**src/common/flc_pkg.sv**
```systemverilog
// constants, register map and pin bundle of the flash host controller
package flc_pkg;
   // ==========================================================
   // clock and pin timing
   localparam int CLK_MHZ = 100;
   localparam int RST_LOW_NS = 100;
   localparam int WAKE_NS = 150;
   localparam int WE_PULSE_NS = 60;
   localparam int READ_ACC_NS = 120;
   localparam int GAP_NS = 30;
   localparam int RST_LOW_CYC = (RST_LOW_NS * CLK_MHZ + 999) / 1000;
   localparam int WAKE_CYC = (WAKE_NS * CLK_MHZ + 999) / 1000;
   localparam int WE_PULSE_CYC = (WE_PULSE_NS * CLK_MHZ + 999) / 1000;
   localparam int READ_ACC_CYC = (READ_ACC_NS * CLK_MHZ + 999) / 1000;
   localparam int GAP_CYC = (GAP_NS * CLK_MHZ + 999) / 1000;
   localparam int SYNC_CYC = 2;
   // ==========================================================
   // register offsets (byte addresses)
   localparam logic [7:0] OFS_CTRL = 8'h00;
   localparam logic [7:0] OFS_ADDR = 8'h04;
   localparam logic [7:0] OFS_WDATA = 8'h08;
   localparam logic [7:0] OFS_RDATA = 8'h0c;
   localparam logic [7:0] OFS_STATUS = 8'h10;
   localparam logic [7:0] OFS_CFG = 8'h14;
   // control word: bits [1:0] choose the pin operation
   localparam logic [1:0] OP_WRITE = 2'h0;
   localparam logic [1:0] OP_READ = 2'h1;
   localparam logic [1:0] OP_RESET = 2'h2;
   // status: bit0 busy, bit1 done
   localparam int ST_BUSY = 0;
   localparam int ST_DONE = 1;
   localparam int CFG_SUPPLY = 0;
   // ==========================================================
   // command codes written as data
   localparam logic [15:0] CMD_READ_ARRAY = 16'h00ff;
   localparam logic [15:0] CMD_READ_ID = 16'h0090;
   localparam logic [15:0] CMD_READ_QUERY = 16'h0098;
   localparam logic [15:0] CMD_READ_STATUS = 16'h0070;
   localparam logic [15:0] CMD_CLEAR_STATUS = 16'h0050;
   localparam logic [15:0] CMD_ERASE_SETUP = 16'h0020;
   localparam logic [15:0] CMD_CONFIRM = 16'h00d0;
   localparam logic [15:0] CMD_WORD_WRITE = 16'h0040;
   localparam logic [15:0] CMD_WORD_WRITE_ALT = 16'h0010;
   localparam logic [15:0] CMD_LOCK_SETUP = 16'h0060;
   localparam logic [15:0] CMD_LOCK = 16'h0001;
   localparam logic [15:0] CMD_LOCK_DOWN = 16'h002f;
   localparam logic [15:0] CMD_SUSPEND = 16'h00b0;
   localparam logic [15:0] STATUS_AFTER_RESET = 16'h0080;
   localparam int ADDR_W = 22;
   // ==========================================================
   // pin bundle toward the flash part
   typedef struct packed {
      logic ce_n;
      logic oe_n;
      logic we_n;
      logic rst_n;
      logic [ADDR_W-1:0] addr;
      logic [15:0] dq_out;
      logic dq_oe;
   } flc_pins_t;
   typedef enum logic [6:0] {
      S_IDLE = 7'b0000001,
      S_WR_PULSE = 7'b0000010,
      S_WR_END = 7'b0000100,
      S_RD_ACC = 7'b0001000,
      S_GAP = 7'b0010000,
      S_RST_LOW = 7'b0100000,
      S_RST_WAKE = 7'b1000000
   } flc_state_t;
endpackage

```
**src/logic/flc_host.sv**
```systemverilog
// host controller that drives a parallel flash part from apb registers
`timescale 1ns/100ps
module flc_host
   import flc_pkg::*;
#(
   parameter int RST_CYC = RST_LOW_CYC,
   parameter int WAKE_CYCLES = WAKE_CYC
) (
   input wire logic clock,
   input wire logic rst_n,
   input wire logic cke,
   input wire logic psel,
   input wire logic penable,
   input wire logic pwrite,
   input wire logic [7:0] paddr,
   input wire logic [31:0] pwdata,
   output logic [31:0] prdata,
   output logic pready,
   output logic pslverr,
   input wire logic [15:0] dq_in,
   output flc_pins_t pins,
   output logic supply_high
);
   // ==========================================================
   // apb decode
   logic [ADDR_W-1:0] addr_reg;
   logic [15:0] wdata_reg;
   logic [15:0] rdata_reg;
   logic done;
   logic [7:0] cnt;
   logic [15:0] dq_meta;
   logic [15:0] dq_sync;
   flc_state_t state;
   wire access = psel && penable && !pready;
   wire take = psel && penable && pready;
   wire busy = (state != S_IDLE);
   wire sel_ctrl = (paddr == OFS_CTRL);
   wire sel_addr = (paddr == OFS_ADDR);
   wire sel_wdata = (paddr == OFS_WDATA);
   wire sel_rdata = (paddr == OFS_RDATA);
   wire sel_status = (paddr == OFS_STATUS);
   wire sel_cfg = (paddr == OFS_CFG);
   wire mapped = sel_ctrl | sel_addr | sel_wdata | sel_rdata | sel_status | sel_cfg;
   // a new operation while one runs is refused, so pins never glitch mid cycle
   wire refuse = !mapped || (pwrite && sel_ctrl && busy);
   // ops run one at a time, so a two-write command pair reaches the part in order
   wire go = take && pwrite && sel_ctrl && !busy;
   wire [1:0] op = pwdata[1:0];
   wire [31:0] rd_mux = sel_addr ? {{(32 - ADDR_W){1'b0}}, addr_reg} :
                        sel_wdata ? {16'h0000, wdata_reg} :
                        sel_rdata ? {16'h0000, rdata_reg} :
                        sel_status ? {30'h0, done, busy} :
                        sel_cfg ? {31'h0, supply_high} : 32'h00000000;

   // one wait state on every access; answer comes from flops
   always_ff @(posedge clock or negedge rst_n) begin
      if (!rst_n) begin
         pready <= 1'b0;
         pslverr <= 1'b0;
         prdata <= 32'h00000000;
      end else if (cke) begin
         pready <= access;
         pslverr <= access && refuse;
         prdata <= (access && !pwrite) ? rd_mux : 32'h00000000;
      end
   end

   // software registers; program supply level is a plain config bit
   always_ff @(posedge clock or negedge rst_n) begin
      if (!rst_n) begin
         addr_reg <= '0;
         wdata_reg <= 16'h0000;
         supply_high <= 1'b0;
      end else if (cke && take && pwrite) begin
         if (sel_addr) begin
            addr_reg <= pwdata[ADDR_W-1:0];
         end
         if (sel_wdata) begin
            wdata_reg <= pwdata[15:0];
         end
         if (sel_cfg) begin
            supply_high <= pwdata[CFG_SUPPLY];
         end
      end
   end

   // ==========================================================
   // data pins come from another timing domain: two flops first
   always_ff @(posedge clock or negedge rst_n) begin
      if (!rst_n) begin
         dq_meta <= 16'h0000;
         dq_sync <= 16'h0000;
      end else if (cke) begin
         dq_meta <= dq_in;
         dq_sync <= dq_meta;
      end
   end

   // ==========================================================
   // pin sequencer
   wire cnt_end = (cnt == 8'h00);
   wire [7:0] cnt_dec = cnt - 8'h01;

   always_ff @(posedge clock or negedge rst_n) begin
      if (!rst_n) begin
         state <= S_IDLE;
         cnt <= 8'h00;
         done <= 1'b0;
         rdata_reg <= 16'h0000;
         pins <= '{ce_n: 1'b1, oe_n: 1'b1, we_n: 1'b1, rst_n: 1'b1,
                    addr: '0, dq_out: 16'h0000, dq_oe: 1'b0};
      end else if (cke) begin
         unique case (state)
            S_IDLE: begin
               if (go) begin
                  done <= 1'b0;
                  pins.addr <= addr_reg;
                  unique case (op)
                     OP_WRITE: begin
                        // select and strobe fall together; oe stays high
                        pins.ce_n <= 1'b0;
                        pins.we_n <= 1'b0;
                        pins.dq_out <= wdata_reg;
                        pins.dq_oe <= 1'b1;
                        cnt <= 8'(WE_PULSE_CYC - 1);
                        state <= S_WR_PULSE;
                     end
                     OP_READ: begin
                        pins.ce_n <= 1'b0;
                        pins.oe_n <= 1'b0;
                        cnt <= 8'(READ_ACC_CYC + SYNC_CYC - 1);
                        state <= S_RD_ACC;
                     end
                     default: begin
                        pins.rst_n <= 1'b0;
                        cnt <= 8'(RST_CYC - 1);
                        state <= S_RST_LOW;
                     end
                  endcase
               end
            end
            S_WR_PULSE: begin
               if (cnt_end) begin
                  // strobe rises first so the part samples on it, select still low
                  pins.we_n <= 1'b1;
                  state <= S_WR_END;
               end else begin
                  cnt <= cnt_dec;
               end
            end
            S_WR_END: begin
               pins.ce_n <= 1'b1;
               pins.dq_oe <= 1'b0;
               cnt <= 8'(GAP_CYC - 1);
               state <= S_GAP;
            end
            S_RD_ACC: begin
               if (cnt_end) begin
                  // sync delay is folded into the access count
                  rdata_reg <= dq_sync;
                  pins.ce_n <= 1'b1;
                  pins.oe_n <= 1'b1;
                  cnt <= 8'(GAP_CYC - 1);
                  state <= S_GAP;
               end else begin
                  cnt <= cnt_dec;
               end
            end
            S_GAP: begin
               if (cnt_end) begin
                  done <= 1'b1;
                  state <= S_IDLE;
               end else begin
                  cnt <= cnt_dec;
               end
            end
            S_RST_LOW: begin
               if (cnt_end) begin
                  pins.rst_n <= 1'b1;
                  cnt <= 8'(WAKE_CYCLES - 1);
                  state <= S_RST_WAKE;
               end else begin
                  cnt <= cnt_dec;
               end
            end
            S_RST_WAKE: begin
               // software then reads status until done is set, so it knows the wake time has passed
               if (cnt_end) begin
                  done <= 1'b1;
                  state <= S_IDLE;
               end else begin
                  cnt <= cnt_dec;
               end
            end
            default: begin
               state <= S_IDLE;
            end
         endcase
      end
   end

   // ==========================================================
   // checks on the flash pins and the apb ready this block drives
   AST_WE_UNDER_CE: assert property (@(posedge clock) disable iff (!rst_n)
      !pins.we_n |-> !pins.ce_n)
      else $error("write strobe low without chip select");
   AST_NO_CONTENTION: assert property (@(posedge clock) disable iff (!rst_n)
      pins.dq_oe |-> pins.oe_n)
      else $error("host drives data while output enable is low");
   AST_WE_RISES_FIRST: assert property (@(posedge clock) disable iff (!rst_n)
      $rose(pins.we_n) |-> !pins.ce_n ##1 pins.ce_n)
      else $error("select did not outlast the write strobe by one cycle");
   AST_RST_WIDTH: assert property (@(posedge clock) disable iff (!rst_n || !cke)
      $fell(pins.rst_n) |-> !pins.rst_n [*8] ##1 !pins.rst_n ##1 !pins.rst_n)
      else $error("reset pin released before 100 ns");
   AST_QUIET_IN_RESET: assert property (@(posedge clock) disable iff (!rst_n)
      !pins.rst_n |-> pins.ce_n && pins.we_n && pins.oe_n && !pins.dq_oe)
      else $error("bus activity while reset pin is low");
   AST_READ_GAP: assert property (@(posedge clock) disable iff (!rst_n || !cke)
      $rose(pins.oe_n) |-> pins.ce_n [*3])
      else $error("no high gap between reads");
   AST_WRITE_STABLE: assert property (@(posedge clock) disable iff (!rst_n)
      !pins.we_n && $past(!pins.we_n) |-> $stable(pins.dq_out) && $stable(pins.addr))
      else $error("address or data moved under the write strobe");
   AST_PULSE_WIDTH: assert property (@(posedge clock) disable iff (!rst_n || !cke)
      $fell(pins.we_n) |-> !pins.we_n [*6] ##1 pins.we_n)
      else $error("write strobe width is not six cycles");
   AST_READY_PULSE: assert property (@(posedge clock) disable iff (!rst_n)
      pready |=> !pready)
      else $error("ready held for two cycles");
endmodule

```
**config.mk**
```make
export PLATFORM = sky130hd
export DESIGN_NAME = flc_host
export DESIGN_NICKNAME = d
export VERILOG_FILES = /design/src/common/flc_pkg.sv /design/src/logic/flc_host.sv
export SDC_FILE = /design/constraint.sdc
export NUM_CORES = 1
export LEC_CHECK = 0
export BUFFER_PORTS_ARGS = -buffer_cell sky130_fd_sc_hd__buf_2
export CAP_MARGIN = 20
export CORE_MARGIN = 5
export CORE_UTILIZATION = 43
export DETAILED_ROUTE_END_ITERATION = 10
export SYNTH_ARGS = -nofsm -noshare
export SYNTH_HDL_FRONTEND = slang
export SYNTH_SLANG_ARGS = --single-unit
```
**constraint.sdc**
```tcl
create_clock -name clock -period 2.85 [get_ports clock]
set_clock_uncertainty 0.15 [all_clocks]
set_input_delay 0 -clock clock [delete_from_list [all_inputs] [get_ports clock]]
set_output_delay 0 -clock clock [all_outputs]
set_load 0.005 [all_outputs]
```
* Yosys cells after proc, flatten, opt, wreduce, memory -nomap -nowiden
Cells that the tools add are included.
** Operators by class
- Add/subtract/negate cells :: 1
- Eq/ne operators :: 24
- Muxes and demuxes :: 34
- Bitwise gates (word level) :: 5
- Reduce and logical (&&, ||, !) cells :: 44
** Operator list (number)
- 22-bit 2-to-1 mux :: 2
- 43-bit 2-to-1 mux :: 1
- 7-bit one-hot mux with 6 select lines :: 1
- 8-bit one-hot mux with 5 select lines :: 1
- 7-bit 2-to-1 mux :: 5
- 16-bit 2-to-1 mux :: 2
- 8-bit 2-to-1 mux :: 4
- 5-bit AND reduction :: 4
- 17-bit 2-to-1 mux :: 1
- 8-bit by 4-bit equality test with 1-bit output, second input constant :: 2
- 8-bit by 5-bit equality test with 1-bit output, second input constant :: 2
- 8-bit logical NOT :: 2
- 4-bit AND reduction :: 4
- 2-bit inequality test, second input constant :: 7
- 1-bit logical AND :: 12
- 6-bit one-hot mux with 2 select lines :: 1
- 1-bit one-hot mux with 2 select lines :: 5
- 2-bit nonzero test :: 5
- 8-bit by 3-bit equality test with 1-bit output, second input constant :: 1
- 4-bit one-hot mux with 2 select lines :: 1
- 8-bit by 1-bit subtractor with 8-bit output, second input constant :: 1
- 7-bit by 1-bit equality test with 1-bit output, second input constant :: 1
- 7-bit by 2-bit equality test with 1-bit output, second input constant :: 1
- 7-bit by 3-bit equality test with 1-bit output, second input constant :: 1
- other kinds (21) :: 41
** Word-level totals
- Register bits :: 180
- Input port bits :: 62

* Longest topological paths before layout
- Depth in word-level cells :: 9
- Depth in mapped cells :: 8

* Worst setup path after synthesis
No wires, ideal clock.
- Path type :: register to register
- Start point :: register state[2]
- End point :: register pins[10] in the netlist's numbering
- Setup time :: 125 ps
- Data arrival time :: 2356 ps
- Required time :: 2575 ps
- Slack :: 219 ps
- Stages on the path, launching flop included :: 8
- Buffers on the path :: 2
- Period minus slack after synthesis :: 2631 ps
- Path through :: dfrtp_1 > clkbuf_1 > nor4b_1 > and2_1 > nand4_2 > nor3_4 > buf_2 > mux2_2
** On the way
- Longest elaborated chain between the ends :: 4
** RTL lines
- start, declared :: RTL line flc_host.sv:33 : flc_state_t state;
- start signal, assigned :: RTL line flc_host.sv:106 : state <= S_IDLE;
- start signal, assigned :: RTL line flc_host.sv:126 : state <= S_WR_PULSE;
- start signal, assigned :: RTL line flc_host.sv:132 : state <= S_RD_ACC;
- 7-bit by 1-bit inequality test with 1-bit output :: RTL line flc_host.sv:36 : wire busy = (state != S_IDLE);
- 1-bit logical NOT :: RTL line flc_host.sv:47 : wire go = take && pwrite && sel_ctrl && !busy;
- 1-bit logical AND :: RTL line flc_host.sv:47
- 4-bit AND reduction (no line) (*)
- end signal, assigned :: RTL line flc_host.sv:110 : pins <= '{ce_n: 1'b1, oe_n: 1'b1, we_n: 1'b1, rst_n: 1'b1,
- end, declared :: RTL line flc_host.sv:21 : output flc_pins_t pins,
Every way passes the cells marked *; elsewhere a longest branch is shown, timed or not.
A chain may end at the register's enable or synchronous reset.

* Worst setup path after layout
- Start point :: register pready
- End point :: register supply_high
** On the way
- Longest elaborated chain between the ends :: 4
** RTL lines
- start, declared :: RTL line flc_host.sv:18 : output logic pready,
- start signal, assigned :: RTL line flc_host.sv:62 : pready <= access;
- 1-bit logical AND :: RTL line flc_host.sv:35 : wire take = psel && penable && pready;
- 1-bit logical AND (2 in a row) :: RTL line flc_host.sv:74 : end else if (cke && take && pwrite) begin
- 2-bit AND reduction (no line)
- end signal, assigned :: RTL line flc_host.sv:82 : supply_high <= pwdata[CFG_SUPPLY];
- end, declared :: RTL line flc_host.sv:22 : output logic supply_high
No other way between the ends.

==> reports/results.txt <==
Design area: 9500 sq um
Dpl hpwl: 12.5 mm
Hold_ws: -0.0144 ns
Number of synthesized flops with an enable pin: 0
Mapped Cells: 578
Ports: 140
Synth Cell Area: 7400 sq um
Setup violators final: 0
Nets: 822
Leading area contributor after synthesis: dfrtp_1
Sinks on Clock Net: 170
Synth area leaders: dfrtp_1 (56%), mux2_2 (16%), mux2_4 (4.1%)
Synth top area share: 55.8%
Clk buf depth: 2
Min-Delay Path Class: primary input to async pin
GP Congestion: 0.872
Max-Cap Viols: 0
Max transition margin: 34.3%
WP data required: 3.01 ns
PortBufs: 119
Routed WL: 18.4 mm
Htree depth: 4
Slew @ Worst Pin: 0.985 ns
Critical path startpoint category: flop
Ys Warns: 0
Max-slew violations: 0
Failing checks: negative hold slack
Row cnt: 48
P_leak: 4.82 nW
Setup TNS: 0 ns
WP data arrival: 2.79 ns
1st-iter DRT viols: 413
DR DRC count: 0
Fin. Hold Viols: 10
Antenna Nets Post-Route: 0
Clock latency on the worst-skew pair: 0.42 ns
Cts bufs inserted: 17
Mapped Avg Cell Area: 12.8 sq um
Pwr per Cell Area: 695 nW/um^2
Unique masters post-synth: 56
Post-CTS Setup Bufs: 0
Post-synth ARST share: 100%
Pin count of the biggest net entering global routing: 64
Die H: 141 um
Final min period: 2.64 ns
TritonCTS clock tree: yes
Routed len/inst: 18.5 um
Clock slew at reported path FFs: 0.06 ns
DP Area: 8270 sq um
Chip width: 141 um
Overall Global Routing Usage: 19.0%
DRT Pass-1 Iters: 5
Synth-to-Final Area Change: 28.3%
Die Area: 19900 sq um
Max reg flops: 43
Share of cells above drive strength 1: 39.7%
Wire length of the first global-routing pass: 29.9 mm
Clock Root Buffer: clkbuf_16
N_diodes: 0
Crit Path Class: flop to flop
Via density: 5.37
Final period util: 92.5%
Core Box Area: 17100 sq um
Initial antenna violation count: 0
Status: complete, but fails checks
Initial Util: 43.2%
Number of global-route vias before repair: 5463
Top_reg_cell synth: dfrtp_1
Routed vias: 5346
Commonest non-fill, non-tap cell in the layout: dfrtp_1
RSZ-0062 raised after global routing: false
Fmax: 379 MHz
Commonest non-fill, non-tap cells in the layout: dfrtp_1 (165), buf_2 (118), mux2_2 (107)
Post-cts resize count: 0
Worst IR drop on VDD: 0.421 mV
Crit Path Max Fanout: 5
Register bit total from synthesis: 170
Sequential share of the synthesized area: 57.6%
Grt ovf: 0
CP Capture Type: flop
-- synth_stat cells (all sizes together), types with 2 or more instances --
cell,number
a21oi,24
a22o,8
a2bb2oi,2
a31oi,2
a32o,6
and2,5
and3,2
buf,18
clkbuf,22
dfrtp,165
dfstp,5
ha,2
inv,9
mux2,127
mux2i,2
nand2,36
nand2b,3
nand3,10
nand4,2
nor2,41
nor2b,3
nor3,9
nor3b,2
nor4,4
nor4b,3
o211ai,9
o21a,2
o21ai,11
o21bai,2
o221ai,2
o22a,2
o22ai,3
o2bb2ai,3
o41ai,14
or3,3
xor2,3
-- worst max-delay path: stages (launching register included) --
cell	delay, ns
dfrtp_1	0.42
nand2_1	0.09
nor2_1	0.32
nand4_1	0.14
dlygate4sd3_1	0.59
mux2_2	0.27
dlygate4sd3_1	0.55
-- power by group --
group          switching, mW  internal (mW)  leakage (nW)  total (mW)
clock                  0.936           1.75         0.330        2.69
combinational          0.681          0.502          2.22        1.18
sequential             0.149           2.58          2.27        2.73
-- per-layer routing --
layer / vias to the layer above / wire [um] / global-route usage, %
met3: 24 / 890 / 4.41
met2: 156 / 8740 / 29.6
li1: 2445 / - / -
met1: 2721 / 8410 / 26.4
met4: 0 / 345 / 6.37
met5: - / 0 / 0
-- path summary, 6_finish.rpt --
check | from | to | slack (ns) | cells past startpoint
setup / recovery | pready | supply_high | 0.21 | 6
hold / removal | rst_n | prdata[18] | -0.01 | 2
setup reg to reg | pready | supply_high | 0.21 | 6
hold reg to reg | pins[40] | pins[40] | 0.34 | 2
max in group asynchronous | rst_n | addr_reg[11] | 1.67 | 3
min in group clock | psel | prdata[0] | 0.03 | 4
-- per-stage QoR --
| stage | util, % | total power, mW | setup WS, ns | cells |
|---|---|---|---|---|
| after floorplan | - | 3.51 | 0.219 | 587 |
| after global placement | 48.3 | 3.85 | 0.358 | 910 |
| after detailed placement | 48.3 | 3.89 | 0.307 | 910 |
| after CTS | 55.5 | 6.66 | 0.269 | 996 |
| after global routing | 55.5 | 6.92 | 0.0588 | 996 |
| final | 55.5 | 6.60 | 0.213 | 996 |
-- layout make-up --
cell class	count	area [sq um]
Fill cell	1465	7620
Sequential cell	170	4260
Multi-Input combinational cell	368	2940
Timing Repair Buffer	192	1300
Clock buffer	20	447
Tap cell	225	282
Clock inverter	12	244
Inverter	9	33.8
-- kinds of logic after synthesis --
logic type               share of synthesized area (%)
XOR/XNOR                                         0.355
other                                           0.0507
AO/OA/AOI/OAI                                     9.40
buffers and inverters                             3.25
flip-flops                                        57.6
adder cells (fa/ha/maj)                          0.338
multiplexers                                      20.6
AND/OR/NAND/NOR                                   8.45
-- timing repair --
action / in CTS / in global routing
endpoints found under the hold margin: 199 / 0
endpoints found under the setup margin: 0 / 0
hold buffers: 54 / 0
Note: power is estimated with default switching activity, not from simulation.
